<file path="config.mk">
export PLATFORM = sky130hd
export DESIGN_NAME = iprr_top
export DESIGN_NICKNAME = d
export VERILOG_FILES = /design/src/rtl/iprr_pkg.sv /design/src/rtl/iprr_req_if.sv /design/src/rtl/iprr_lvl_decode.sv /design/src/rtl/iprr_arbiter.sv /design/src/rtl/iprr_top.sv
export VERILOG_INCLUDE_DIRS = /design/src /design/src/rtl
export SDC_FILE = /design/constraint.sdc
export NUM_CORES = 1
export LEC_CHECK = 0
export ABC_AREA = 1
export BUFFER_PORTS_ARGS = -buffer_cell sky130_fd_sc_hd__buf_4
export CORE_MARGIN = 5
export CORE_UTILIZATION = 25
export DETAILED_ROUTE_END_ITERATION = 10
export REMOVE_ABC_BUFFERS = 1
export SYNTH_ARGS = -nofsm -noshare
export SYNTH_HDL_FRONTEND = slang
export SYNTH_SLANG_ARGS = --single-unit
</file>
<file path="constraint.sdc">
create_clock -name pclk -period 3.3 [get_ports pclk]
set_input_delay 0.33 -clock pclk [delete_from_list [all_inputs] [get_ports pclk]]
set_output_delay 0.33 -clock pclk [all_outputs]
set_load 0.005 [all_outputs]
</file>
<file path="src/rtl/iprr_consts.svh">
`ifndef IPRR_CONSTS_SVH
`define IPRR_CONSTS_SVH
// What this block does
// - An encoded external level 0 to 14 maps to code 0x200 plus 0x20 per step, priority 15 down.
// - Bit 0 of the group-8 flag register is set by the SD host request and stays 1 until a 0 is written or reset.
// - The group-9 flag register is 8 bits and gathers PC card, USB host, USB function and timer.
// - Flag registers of groups 2, 8 and 9 clear to zero on resets and hold through standby.
// - Without the SD host its flag bit reads 0 and software writes only 0 there.
// - SD host priority register: bits 7-4 SD host level, 3-0 front end level, 15-12 reserved.
// - Line/timer priority register: bits 7-4 line five, 3-0 line four, 15-12 reserved.
// - Serial priority register: bits 15-12 serial port zero, bits 11-0 reserved as zero.
// - The timer capture interrupt uses code 0x6c0 with level from line/timer bits 11-8.
// - DMA end channels 4 and 5 use 0xb80 and 0xba0, share one level, channel 4 wins.
// - The USB host interrupt takes its level from SD host priority bits 11-8.
// - With the clock supplied, a port-pin interrupt wakes standby only above the CPU mask.
// - Standby wakes on NMI, edge lines, clock, timer, port pin or reset; maskable need the clock.
`define IPRR_OFF_PRIO_EXT 12'h000
`define IPRR_OFF_PRIO_SER 12'h004
`define IPRR_OFF_PRIO_SDH 12'h008
`define IPRR_OFF_PRIO_DMA 12'h00c
`define IPRR_OFF_REQ_G0 12'h010
`define IPRR_OFF_REQ_G2 12'h014
`define IPRR_OFF_REQ_G8 12'h018
`define IPRR_OFF_REQ_G9 12'h01c
`define IPRR_OFF_STATUS 12'h020
`define IPRR_OFF_PORT_PIN_IRQ_LVL 12'h024
`define IPRR_MASK_EXT 16'h0fff
`define IPRR_MASK_SER 16'hf000
`define IPRR_MASK_SDH 16'h0fff
`define IPRR_MASK_DMA 16'h0f00
`define IPRR_PRIO_RST 16'h0000
`define IPRR_FLAGS_RST 8'h00
`define IPRR_BIT_SDHOST 0
`define IPRR_BIT_CRYPTO 4
`define IPRR_CODE_LVL_BASE 12'h200
`define IPRR_CODE_LVL_STEP 12'h020
`define IPRR_LVL_NONE 4'hf
`define IPRR_PRIO_TOP 4'hf
`define IPRR_CODE_TMR_CAP 12'h6c0
`define IPRR_CODE_DMA4 12'hb80
`define IPRR_CODE_DMA5 12'hba0
`define IPRR_CODE_USB_HOST_UNIT 12'h000
`define IPRR_LVL_MID 11:8
`define IPRR_ST_STANDBY 0
`define IPRR_ST_CODE 15:4
`define IPRR_ST_LEVEL 19:16
`define IPRR_ST_VALID 20
`endif

</file>
<file path="src/rtl/iprr_pkg.sv">
package iprr_pkg;
  typedef logic [11:0] iprr_code_t;
  typedef logic [3:0] iprr_lvl_t;
  typedef enum logic {IPRR_RUN, IPRR_STANDBY} iprr_pwr_e;
endpackage

</file>
<file path="src/rtl/iprr_req_if.sv">
`timescale 1ns/10ps
interface iprr_req_if;
  logic valid;
  iprr_pkg::iprr_code_t code;
  iprr_pkg::iprr_lvl_t lvl;
  modport src (output valid, output code, output lvl);
  modport dst (input valid, input code, input lvl);
endinterface

</file>
<file path="src/rtl/iprr_lvl_decode.sv">
`timescale 1ns/10ps
`include "iprr_consts.svh"
module iprr_lvl_decode (
  input wire logic pclk,
  input wire logic presetn,
  input wire logic [3:0] level_in,
  iprr_req_if.src req
);
  logic [3:0] sync1_reg, sync2_reg, sync1_next, sync2_next;
  always_comb begin
    sync1_next = level_in;
    sync2_next = sync1_reg;
  end
  always_ff @(posedge pclk or negedge presetn) begin
    if (!presetn) begin
      sync1_reg <= `IPRR_LVL_NONE;
      sync2_reg <= `IPRR_LVL_NONE;
    end else begin
      sync1_reg <= sync1_next;
      sync2_reg <= sync2_next;
    end
  end
  always_comb begin
    req.valid = (sync2_reg != `IPRR_LVL_NONE);
    req.code = `IPRR_CODE_LVL_BASE + 12'(sync2_reg) * `IPRR_CODE_LVL_STEP;
    req.lvl = `IPRR_PRIO_TOP - sync2_reg;
  end
endmodule

</file>
<file path="src/rtl/iprr_arbiter.sv">
`timescale 1ns/10ps
`include "iprr_consts.svh"
module iprr_arbiter (
  input wire logic [15:0] prio_ext,
  input wire logic [15:0] prio_sdh,
  input wire logic [15:0] prio_dma,
  input wire logic tmr_cap,
  input wire logic dma4,
  input wire logic dma5,
  input wire logic usb_host_unit,
  iprr_req_if.dst lvl_req,
  iprr_req_if.src best
);
  // Fixed scan order; strictly greater keeps the earlier source on a tie
  always_comb begin
    best.valid = lvl_req.valid;
    best.code = lvl_req.code;
    best.lvl = lvl_req.lvl;
    if (tmr_cap && (!best.valid || prio_ext[`IPRR_LVL_MID] > best.lvl)) begin
      best.valid = 1'b1;
      best.code = `IPRR_CODE_TMR_CAP;
      best.lvl = prio_ext[`IPRR_LVL_MID];
    end
    if (dma4 && (!best.valid || prio_dma[`IPRR_LVL_MID] > best.lvl)) begin
      best.valid = 1'b1;
      best.code = `IPRR_CODE_DMA4;
      best.lvl = prio_dma[`IPRR_LVL_MID];
    end else if (dma5 && (!best.valid || prio_dma[`IPRR_LVL_MID] > best.lvl)) begin
      best.valid = 1'b1;
      best.code = `IPRR_CODE_DMA5;
      best.lvl = prio_dma[`IPRR_LVL_MID];
    end
    if (usb_host_unit && (!best.valid || prio_sdh[`IPRR_LVL_MID] > best.lvl)) begin
      best.valid = 1'b1;
      best.code = `IPRR_CODE_USB_HOST_UNIT;
      best.lvl = prio_sdh[`IPRR_LVL_MID];
    end
  end
endmodule

</file>
<file path="src/rtl/iprr_top.sv">
// Decided for this implementation: the register offsets and the APB interface to the registers.
`timescale 1ns/10ps
`include "iprr_consts.svh"
module iprr_top #(
  parameter bit HAS_SD_HOST = 1'b1,
  parameter bit HAS_CRYPTO = 1'b1
) (
  input wire logic pclk,
  input wire logic presetn,
  input wire logic psel,
  input wire logic penable,
  input wire logic pwrite,
  input wire logic [11:0] paddr,
  input wire logic [31:0] pwdata,
  output logic [31:0] prdata,
  output logic pready,
  output logic pslverr,
  input wire logic [3:0] encoded_level_input,
  input wire logic [7:0] req_in_group0,
  input wire logic [7:0] req_in_group2,
  input wire logic [7:0] req_in_group8,
  input wire logic [7:0] req_in_group9,
  input wire logic timer_capture_irq,
  input wire logic dma_end_ch_four,
  input wire logic dma_end_ch_five,
  input wire logic usb_host_irq,
  input wire logic port_pin_irq,
  input wire logic nmi_edge,
  input wire logic ext_line_edge_irq,
  input wire logic rtc_irq,
  input wire logic timer_unit_irq,
  input wire logic rtc_running,
  input wire logic standby_enter,
  input wire logic [3:0] cpu_mask_level,
  output logic irq_valid,
  output logic [11:0] irq_code,
  output logic [3:0] irq_level,
  output logic standby_active,
  output logic wake_pulse
);
  iprr_req_if lvl_req ();
  iprr_req_if best ();

  logic [15:0] prio_ext_reg, prio_ext_next;
  logic [15:0] prio_ser_reg, prio_ser_next;
  logic [15:0] prio_sdh_reg, prio_sdh_next;
  logic [15:0] prio_dma_reg, prio_dma_next;
  logic [3:0] port_pin_irq_lvl_reg, port_pin_irq_lvl_next;
  logic [7:0] flags0_reg, flags0_next;
  logic [7:0] flags2_reg, flags2_next;
  logic [7:0] flags8_reg, flags8_next;
  logic [7:0] flags9_reg, flags9_next;
  logic [31:0] prdata_reg, prdata_next;
  logic pready_reg, pready_next;
  logic pslverr_reg, pslverr_next;
  logic irq_valid_reg, irq_valid_next;
  logic [11:0] irq_code_reg, irq_code_next;
  logic [3:0] irq_level_reg, irq_level_next;
  iprr_pkg::iprr_pwr_e pwr_reg, pwr_next;
  logic wake_reg, wake_next;
  logic [7:0] avail2, avail8;
  logic setup, wr, rd;
  logic [7:0] clr0, clr2, clr8, clr9;
  logic port_pin_irq_wake, any_wake;
  logic [31:0] status_word;
  logic addr_ok;

  iprr_lvl_decode u_dec (
    .pclk(pclk),
    .presetn(presetn),
    .level_in(encoded_level_input),
    .req(lvl_req)
  );

  iprr_arbiter u_arb (
    .prio_ext(prio_ext_reg),
    .prio_sdh(prio_sdh_reg),
    .prio_dma(prio_dma_reg),
    .tmr_cap(timer_capture_irq),
    .dma4(dma_end_ch_four),
    .dma5(dma_end_ch_five),
    .usb_host_unit(usb_host_irq),
    .lvl_req(lvl_req),
    .best(best)
  );

  always_comb begin
    avail2 = 8'hff;
    avail2[`IPRR_BIT_CRYPTO] = HAS_CRYPTO;
    avail8 = 8'hff;
    avail8[`IPRR_BIT_SDHOST] = HAS_SD_HOST;
  end

  // One wait state: read data is captured in the first access cycle, a write lands
  // only at the edge that completes the transfer
  always_comb begin
    setup = psel && penable && !pready_reg;
    wr = psel && penable && pready_reg && pwrite;
    rd = setup && !pwrite;
    addr_ok = (paddr <= `IPRR_OFF_PORT_PIN_IRQ_LVL) && (paddr[1:0] == 2'h0);
  end

  // Writing 0 to a set flag clears it; a new request in that cycle wins
  always_comb begin
    clr0 = 8'h00;
    clr2 = 8'h00;
    clr8 = 8'h00;
    clr9 = 8'h00;
    if (wr && paddr == `IPRR_OFF_REQ_G0) begin
      clr0 = ~pwdata[7:0];
    end else if (wr && paddr == `IPRR_OFF_REQ_G2) begin
      clr2 = ~pwdata[7:0];
    end else if (wr && paddr == `IPRR_OFF_REQ_G8) begin
      clr8 = ~pwdata[7:0];
    end else if (wr && paddr == `IPRR_OFF_REQ_G9) begin
      clr9 = ~pwdata[7:0];
    end
  end

  // Reserved fields are forced to zero so they always read back as zero
  always_comb begin
    prio_ext_next = prio_ext_reg;
    prio_ser_next = prio_ser_reg;
    prio_sdh_next = prio_sdh_reg;
    prio_dma_next = prio_dma_reg;
    port_pin_irq_lvl_next = port_pin_irq_lvl_reg;
    if (wr && paddr == `IPRR_OFF_PRIO_EXT) begin
      prio_ext_next = pwdata[15:0] & `IPRR_MASK_EXT;
    end else if (wr && paddr == `IPRR_OFF_PRIO_SER) begin
      prio_ser_next = pwdata[15:0] & `IPRR_MASK_SER;
    end else if (wr && paddr == `IPRR_OFF_PRIO_SDH) begin
      prio_sdh_next = pwdata[15:0] & `IPRR_MASK_SDH;
    end else if (wr && paddr == `IPRR_OFF_PRIO_DMA) begin
      prio_dma_next = pwdata[15:0] & `IPRR_MASK_DMA;
    end else if (wr && paddr == `IPRR_OFF_PORT_PIN_IRQ_LVL) begin
      port_pin_irq_lvl_next = pwdata[3:0];
    end
  end

  // Flags are held through standby; reset or a write of 0 to a set flag clears them
  always_comb begin
    flags0_next = (flags0_reg & ~clr0) | req_in_group0;
    flags2_next = ((flags2_reg & ~clr2) | req_in_group2) & avail2;
    flags8_next = ((flags8_reg & ~clr8) | req_in_group8) & avail8;
    flags9_next = (flags9_reg & ~clr9) | req_in_group9;
  end

  // Read data is registered and stands with pready for one cycle
  always_comb begin
    prdata_next = prdata_reg;
    pslverr_next = 1'b0;
    pready_next = setup;
    if (rd) begin
      if (paddr == `IPRR_OFF_PRIO_EXT) begin
        prdata_next = {16'h0000, prio_ext_reg};
      end else if (paddr == `IPRR_OFF_PRIO_SER) begin
        prdata_next = {16'h0000, prio_ser_reg};
      end else if (paddr == `IPRR_OFF_PRIO_SDH) begin
        prdata_next = {16'h0000, prio_sdh_reg};
      end else if (paddr == `IPRR_OFF_PRIO_DMA) begin
        prdata_next = {16'h0000, prio_dma_reg};
      end else if (paddr == `IPRR_OFF_REQ_G0) begin
        prdata_next = {24'h000000, flags0_reg};
      end else if (paddr == `IPRR_OFF_REQ_G2) begin
        prdata_next = {24'h000000, flags2_reg};
      end else if (paddr == `IPRR_OFF_REQ_G8) begin
        prdata_next = {24'h000000, flags8_reg};
      end else if (paddr == `IPRR_OFF_REQ_G9) begin
        prdata_next = {24'h000000, flags9_reg};
      end else if (paddr == `IPRR_OFF_STATUS) begin
        prdata_next = status_word;
      end else if (paddr == `IPRR_OFF_PORT_PIN_IRQ_LVL) begin
        prdata_next = {28'h0000000, port_pin_irq_lvl_reg};
      end else begin
        prdata_next = 32'h00000000;
        pslverr_next = 1'b1;
      end
    end else if (setup) begin
      prdata_next = 32'h00000000;
      pslverr_next = !addr_ok || (paddr == `IPRR_OFF_STATUS);
    end
  end

  always_comb begin
    irq_valid_next = best.valid;
    irq_code_next = best.code;
    irq_level_next = best.lvl;
  end

  // Read-only view of the arbiter result and the power state
  always_comb begin
    status_word = 32'h00000000;
    status_word[`IPRR_ST_STANDBY] = (pwr_reg == iprr_pkg::IPRR_STANDBY);
    status_word[`IPRR_ST_CODE] = irq_code_reg;
    status_word[`IPRR_ST_LEVEL] = irq_level_reg;
    status_word[`IPRR_ST_VALID] = irq_valid_reg;
  end

  // Maskable wake sources count only while the real-time clock runs
  always_comb begin
    port_pin_irq_wake = rtc_running && port_pin_irq && (port_pin_irq_lvl_reg > cpu_mask_level);
    any_wake = nmi_edge || port_pin_irq_wake
               || (rtc_running && (ext_line_edge_irq || rtc_irq || timer_unit_irq));
  end

  always_comb begin
    pwr_next = pwr_reg;
    wake_next = 1'b0;
    case (pwr_reg)
      iprr_pkg::IPRR_RUN: begin
        if (standby_enter) begin
          pwr_next = iprr_pkg::IPRR_STANDBY;
        end
      end
      iprr_pkg::IPRR_STANDBY: begin
        if (any_wake) begin
          pwr_next = iprr_pkg::IPRR_RUN;
          wake_next = 1'b1;
        end
      end
      default: pwr_next = iprr_pkg::IPRR_RUN;
    endcase
  end

  // Priority fields
  always_ff @(posedge pclk or negedge presetn) begin
    if (!presetn) begin
      prio_ext_reg <= `IPRR_PRIO_RST;
      prio_ser_reg <= `IPRR_PRIO_RST;
      prio_sdh_reg <= `IPRR_PRIO_RST;
      prio_dma_reg <= `IPRR_PRIO_RST;
      port_pin_irq_lvl_reg <= 4'h0;
    end else begin
      prio_ext_reg <= prio_ext_next;
      prio_ser_reg <= prio_ser_next;
      prio_sdh_reg <= prio_sdh_next;
      prio_dma_reg <= prio_dma_next;
      port_pin_irq_lvl_reg <= port_pin_irq_lvl_next;
    end
  end

  // Request flags have no standby branch, so standby leaves them as they are
  always_ff @(posedge pclk or negedge presetn) begin
    if (!presetn) begin
      flags0_reg <= `IPRR_FLAGS_RST;
      flags2_reg <= `IPRR_FLAGS_RST;
      flags8_reg <= `IPRR_FLAGS_RST;
      flags9_reg <= `IPRR_FLAGS_RST;
    end else begin
      flags0_reg <= flags0_next;
      flags2_reg <= flags2_next;
      flags8_reg <= flags8_next;
      flags9_reg <= flags9_next;
    end
  end

  // Bus answer
  always_ff @(posedge pclk or negedge presetn) begin
    if (!presetn) begin
      prdata_reg <= 32'h00000000;
      pready_reg <= 1'b0;
      pslverr_reg <= 1'b0;
    end else begin
      prdata_reg <= prdata_next;
      pready_reg <= pready_next;
      pslverr_reg <= pslverr_next;
    end
  end

  // Registered arbiter result
  always_ff @(posedge pclk or negedge presetn) begin
    if (!presetn) begin
      irq_valid_reg <= 1'b0;
      irq_code_reg <= 12'h000;
      irq_level_reg <= 4'h0;
    end else begin
      irq_valid_reg <= irq_valid_next;
      irq_code_reg <= irq_code_next;
      irq_level_reg <= irq_level_next;
    end
  end

  // Power state and wake pulse
  always_ff @(posedge pclk or negedge presetn) begin
    if (!presetn) begin
      pwr_reg <= iprr_pkg::IPRR_RUN;
      wake_reg <= 1'b0;
    end else begin
      pwr_reg <= pwr_next;
      wake_reg <= wake_next;
    end
  end

  always_comb begin
    prdata = prdata_reg;
    pready = pready_reg;
    pslverr = pslverr_reg;
    irq_valid = irq_valid_reg;
    irq_code = irq_code_reg;
    irq_level = irq_level_reg;
    standby_active = (pwr_reg == iprr_pkg::IPRR_STANDBY);
    wake_pulse = wake_reg;
  end
endmodule

</file>
==> impl_results.md, run 1 <==
* RSZ-0062 raised after global routing: true
* DR iter-0 viols at 327
* Fill cell count at 2389
* First-pass GRT wire length at 29.2 mm
* Slowest CP cell: dfstp_2
* CP most frequent cell: nand2_2
* Power Internal at 2.72 mW
* Data required, critical path at 3.65 ns
* Top delay family on crit path: simple AND/OR/NAND/NOR gates
* Synth top area cells: dfrtp_1, nand2_1, o21ai_0
* Slew @ Worst Pin at 0.782 ns
* Overflow after GRT at 0
* Power Density at 421 nW/um^2
* CTS root buffer: clkbuf_16
* Initial antenna violation count at 0
* Simple-gate share of the synthesized area at 0.255
* I/O Pins at 153
* Core area at 23500 um^2
* Fin worst setup slack at -0.260 ns
* Sequential area share after synthesis at 0.477
* Largest net degree at the start of global routing at 62
* Placed cells at 1161
* Status: finished with violations
* Leak at 4.18 nW
* Hold Vio Cnt, Final at 0
* Die W at 164 um
* Max reg flops at 21
* Die Area at 27000 um^2
* Clock Path Buffers at 2
* Tot Pwr at 3.58 mW
* Adder-cell share of the synthesized area at 0.0336
* Netlist Area Pre-Place at 5950 um^2
* Fmax at 281 MHz
* Final wirelength at 18.9 mm
* Synth Area in Compound Gates at 0.127
* GRT Total Usage at 0.141
* Avg Synthesized Cell Area at 8.41 um^2
* Flop pwr share at 0.400
* Routability Congestion at 0.802
* DRC viols at 0
* Max-Cap Viols at 0
* CTS Buf Count at 17
* Vias in the first global route at 5482
* Post-Synthesis Cells at 708
* Synth Area in XOR/XNOR at 0
* Worst path max stage delay at 0.57 ns
* CTS tree: yes
* Sink Count at 113
* Post-Place Setup Slack at -0.673 ns
* Synth cell types at 43
* Peak VDD IR at 0.222 mV
* IO buf count at 120
* Die height at 164 um
* Largest family of logic cells by synthesized area: simple AND/OR/NAND/NOR gates
* Final cycle utilization of the critical path at 1.08
* Clock transition at path regs at 0.05 ns
* Reg2Reg Setup Slack at -0.26 ns
* Share of the synthesized area in the top cell type at 0.441
* P&R area growth vs syn at 42.9%
* Combinational power share at 0.110
* Sw Ratio at 0.242
* Relative slew margins at 0.477
* Most frequent cells in the layout: buf_4, nand2_1, dfrtp_1
* Worst hold path type: in -> reg
* Clk pwr share at 0.490
* Vias/cell at 4.42
* Setup crit end kind: register
* Post-DRT Antenna Nets at 0
* Crit path DAT at 3.91 ns
* Seq cells post-synth at 113
* Share of layout cells above drive strength 1 at 0.371
* Net total in the final layout at 1007
* Skew final at 0.00644 ns
* Site Rows at 56
* Wirelength per Cell at 15.5 um
* Area leader, netlist: dfrtp_1
* WS Path Type: reg -> reg
* Crit Path Max Fanout at 5
* Mux cell area share after synthesis at 0.0101
* First-pass DRT Iterations at 5
* Max-slew violations at 0
* Worst Path Buf+Inv at 2
* Dpl hpwl at 13.4 mm
* H-tree depth at 4
* CP Launch Type: register
* Failing checks: negative setup slack
* Psw at 867 uW
* Clk Latency, worst-skew pair at 0.42 ns
* YS warnings at 0
* Via count at 5409
* Fin crit period at 3.56 ns
* Diodes inserted at 0
* Post-Layout Cell Count at 1223
* Final setup fails at 11
* Commonest non-fill, non-tap cell in the layout: buf_4
* Starting Density at 0.254
## stage by stage
step / setup TNS [ns] / utilization / cell area (um^2) / hold slack, ns
after detailed placement: -7.03 / 0.313 / 7340 / 0.347
after global placement: -4.97 / 0.313 / 7340 / 0.346
after floorplan: -3.14 / - / 5790 / 0.0344
after CTS: -1.08 / 0.354 / 8320 / 0.00488
after global routing: -4.34 / 0.362 / 8510 / 0.00109
final: -2.24 / 0.362 / 8510 / 0.0196
## synth_stat cells
library cell	n
o211a_1	1
o21ai_0	76
clkbuf_1	4
nor2_1	21
nor2_2	7
o31ai_1	1
clkinv_2	2
nand2_4	4
or2_2	11
a21oi_1	14
nand2_2	8
o2111ai_1	1
nor2_8	3
nand3_2	2
o21ai_1	14
inv_4	1
or3_1	1
mux2_4	4
nand2_1	192
nand3b_1	1
dfstp_2	8
a32o_1	4
a32oi_1	8
o211ai_1	7
or2_1	1
conb_1	1
and3_1	1
o21bai_1	5
a31oi_1	1
nor2_4	5
dfrtp_1	105
inv_2	6
buf_2	8
nor3_2	2
ha_1	16
nand4_1	11
nand3_4	1
buf_6	3
buf_4	17
nor3_1	1
inv_1	86
nor3_4	2
nand3_1	41
## routing by layer
| layer | wire (um) | vias to the layer above | share of wire | track usage |
|---|---|---|---|---|
| met5 | 0 | - | 0 | 0 |
| met2 | 9200 | 178 | 0.49 | 0.233 |
| met4 | 590 | 0 | 0.031 | 0.0633 |
| li1 | - | 2649 | - | - |
| met1 | 7950 | 2542 | 0.42 | 0.173 |
| met3 | 1180 | 40 | 0.062 | 0.0369 |
## power by group through the flow
stage | Sequential [mW] | Clock [mW] | Combinational (mW)
detailed placement | 1.46 | 0 | 0.309
CTS | 1.43 | 1.79 | 0.364
floorplan | 1.45 | 0 | 0.0985
global placement | 1.46 | 0 | 0.306
finish | 1.43 | 1.76 | 0.393
global route | 1.44 | 1.85 | 0.434
## what timing repair did
action                                 in CTS  in global routing
hold buffers                                1                  0
setup endpoints to repair                  11                 11
pin swaps                                  29                 31
resized for setup                          50                 37
endpoints found under the hold margin      48                  0
buffers inserted                           24                  5
cloned                                      2                  0
## path summary, 6_finish.rpt
check                                        from            endpoint  cells after the start
max in group asynchronous                 presetn  u_dec.sync2_reg[0]                      3
setup / recovery               u_dec.sync2_reg[3]         irq_code[6]                     25
hold reg to reg                u_dec.sync1_reg[1]  u_dec.sync2_reg[1]                      0
setup reg to reg               u_dec.sync2_reg[3]         irq_code[6]                     25
hold / removal             encoded_level_input[2]  u_dec.sync1_reg[2]                      1
min in group asynchronous                 presetn       flags9_reg[7]                      2
## area by class of cell
| cell class | count | area, um^2 | area share |
|---|---|---|---|
| flip-flops and latches | 113 | 2840 | 0.334 |
| repair buffers | 179 | 1370 | 0.162 |
| well taps | 319 | 399 | 0.0469 |
| repair inverters | 1 | 6.26 | 0.000736 |
| clock buffers | 23 | 488 | 0.0574 |
| multi-input cells | 484 | 2950 | 0.347 |
| clock inverters | 9 | 81.3 | 0.00956 |
| inverters | 95 | 368 | 0.0432 |
## cells by family (layout without fill, tap and decap cells)
family                   count (synthesis)  after routing
AO/OA/AOI/OAI                          132            133
adder cells (fa/ha/maj)                 16             16
buffers and inverters                  127            307
flip-flops                             113            113
multiplexers                             4              4
other                                    1             16
AND/OR/NAND/NOR                        315            315
No activity file was read; power rests on OpenSTA's default activity.
==> run 2, diff against run 1 <==
--- a/config.mk
+++ b/config.mk
@@ -8,9 +8,11 @@
 export LEC_CHECK = 0
 export ABC_AREA = 1
 export BUFFER_PORTS_ARGS = -buffer_cell sky130_fd_sc_hd__buf_4
+export CAP_MARGIN = 30
 export CORE_MARGIN = 5
 export CORE_UTILIZATION = 25
 export DETAILED_ROUTE_END_ITERATION = 10
+export GPL_TIMING_DRIVEN = 0
 export REMOVE_ABC_BUFFERS = 1
 export SYNTH_ARGS = -nofsm -noshare
 export SYNTH_HDL_FRONTEND = slang
==> run 2 against run 1 <==
Effect of this change:
- largest power group unchanged
- maximum frequency is 1.9% lower
- first-iteration DRC count rose by 0.31%
- clock-buffer cell count did not move
- largest cell class unchanged
- setup slack got worse by 0.069 ns
- critical path type unchanged
- critical path depth rose by 1
- worst hold slack barely moved
- global-route usage fell by 0.65 points
- the flow still finishes with violations (negative setup slack)
==> impl_results.md, run 2 (synthesized netlist as in run 1, its figures left out) <==
* Wirelength per Cell at 15.4 um (-0.26%)
* Share of layout cells above drive strength 1 at 0.331 (-0.0392)
* Net total in the final layout at 963 (-4.4%)
* Clk Latency, worst-skew pair at 0.42 ns (about the same)
* Vias in the first global route at 5107 (-6.8%)
* Sink Count at 113 (unchanged)
* DRC viols at 0 (unchanged)
* Hold Worst Slack at 0.0198 ns (+0.000210 ns)
* Diodes inserted at 0 (unchanged)
* Fmax at 276 MHz (-1.9%)
* GRT Total Usage at 0.135 (-0.00650)
* I/O Pins at 153 (unchanged)
* P&R area growth vs syn at 37.4%
* Crit Path Max Fanout at 8 (+3)
* Setup crit end kind: register
* Skew final at 0.00795 ns (+0.00152 ns)
* Die Area at 27000 um^2 (unchanged)
* Clock Path Buffers at 2 (unchanged)
* Max reg flops at 21 (unchanged)
* Overflow after GRT at 0 (unchanged)
* Site Rows at 56 (unchanged)
* Largest net degree at the start of global routing at 61 (-1.6%)
* CP Launch Type: register
* Placed inst area at 7120 um^2 (-2.9%)
* Most frequent cells in the layout: nand2_1, buf_4, dfrtp_1
* First-pass DRT Iterations at 6 (+1)
* Final setup fails at 11 (unchanged)
* H-tree depth at 4 (unchanged)
* Failing checks: negative setup slack
* Die height at 164 um (unchanged)
* First-pass GRT wire length at 27.8 mm (-4.8%)
* Final wirelength at 18.2 mm (-3.9%)
* Tot Pwr at 3.61 mW (+0.83%)
* Final cycle utilization of the critical path at 1.10 (+0.0208)
* DR iter-0 viols at 328 (+0.31%)
* Post-Place Setup Slack at -1.07 ns (-0.395 ns)
* Fin worst setup slack at -0.328 ns (-0.0686 ns)
* Final core occ at 0.348 (-0.0140)
* Peak VDD IR at 0.251 mV (+13%)
* Dpl hpwl at 12.9 mm (-4.1%)
* Relative slew margins at 0.458 (-0.0188)
* CTS tree: yes
* Clock transition at path regs at 0.05 ns (about the same)
* Post-DRT Antenna Nets at 0 (unchanged)
* RSZ-0062 raised after global routing: true
* WS Path Type: reg -> reg
* CTS root buffer: clkbuf_16
* Core area at 23500 um^2 (unchanged)
* CTS Buf Count at 17 (unchanged)
* Vias/cell at 4.44 (+0.36%)
* Data required, critical path at 3.63 ns (-0.02 ns)
* Post-route cell area at 8180 um^2 (-3.9%)
* Worst hold path type: in -> reg
* Starting Density at 0.254 (unchanged)
* Routability Congestion at 0.828 (+3.3%)
* Status: finished with violations
* Slew @ Worst Pin at 0.810 ns (+0.0281 ns)
* Max-slew violations at 0 (unchanged)
* Hold Vio Cnt, Final at 0 (unchanged)
* Leak at 4.00 nW (-4.2%)
* Post-Layout Cell Count at 1179 (-3.6%)
* Initial antenna violation count at 0 (unchanged)
* Fin crit period at 3.63 ns (+0.0686 ns)
* IO buf count at 120 (unchanged)
* Via count at 5233 (-3.3%)
* Setup TNS Final at -3.22 ns (-0.985 ns)
* Die W at 164 um (unchanged)
* Max-Cap Viols at 0 (unchanged)
* Placed cells at 1131 (-2.6%)
* Crit path DAT at 3.96 ns (+0.05 ns)
* Commonest non-fill, non-tap cell in the layout: nand2_1
* Power Density at 442 nW/um^2 (+4.9%)
## run 2: critical path, stage by stage (launching register included)
cell and delay (ns):
dfstp_2 0.56, ha_4 0.21, a21oi_2 0.12, o21ai_2 0.07
nand2_2 0.08, nand2_4 0.10, nand2_8 0.12, nand2_4 0.07
nand2_2 0.07, inv_2 0.04, ha_4 0.26, a21oi_2 0.05
o21ai_1 0.11, nand2_1 0.08, nand2_2 0.10, o21ai_4 0.11
buf_6 0.14, or2_1 0.23, nand2_1 0.06, ha_1 0.23
nand2_2 0.07, o21ai_1 0.05, o21ai_1 0.11, nand2_1 0.11
nand2_4 0.16, inv_4 0.07, a31oi_1 0.15
## run 2: final timing paths
check                                       start            endpoint  slack [ns]  cells past startpoint
setup / recovery               u_dec.sync2_reg[3]         irq_code[7]       -0.33                     26
hold / removal             encoded_level_input[2]  u_dec.sync1_reg[2]        0.02                      1
setup reg to reg               u_dec.sync2_reg[3]         irq_code[7]       -0.33                     26
hold reg to reg                u_dec.sync1_reg[3]  u_dec.sync2_reg[3]        0.35                      0
max in group asynchronous                 presetn  u_dec.sync2_reg[0]        2.10                      3
min in group asynchronous                 presetn       flags8_reg[7]        0.44                      2
## run 2: what timing repair did
action                     CTS  global route
gates cloned                 1             0
setup endpoints to repair   11            11
setup buffers               10             3
pin swaps                   17            23
hold buffers                 1             1
hold endpoints to repair    53             1
gates resized for setup     42            38
## run 2: layout make-up
cell class	count	area (um^2)
Sequential cell	113	2840
Clock inverter	9	104
Multi-Input combinational cell	483	2900
Timing Repair Buffer	136	1060
Fill cell	2432	15300
Tap cell	319	399
Timing Repair inverter	1	6.26
Clock buffer	23	498
Inverter	95	368
## run 2: report_power, final
part           switching [mW]  internal, mW
registers              0.0191          1.42
clock network           0.636          1.21
logic                   0.186         0.151
total                   0.841          2.77
## run 2: routing by layer
layer  up-vias  global-route usage  share of wire
li1       2561                   -              -
met1      2479               0.175           0.44
met2       167               0.214           0.47
met3        26              0.0389          0.066
met4         0              0.0457          0.019
met5         -                   0              0
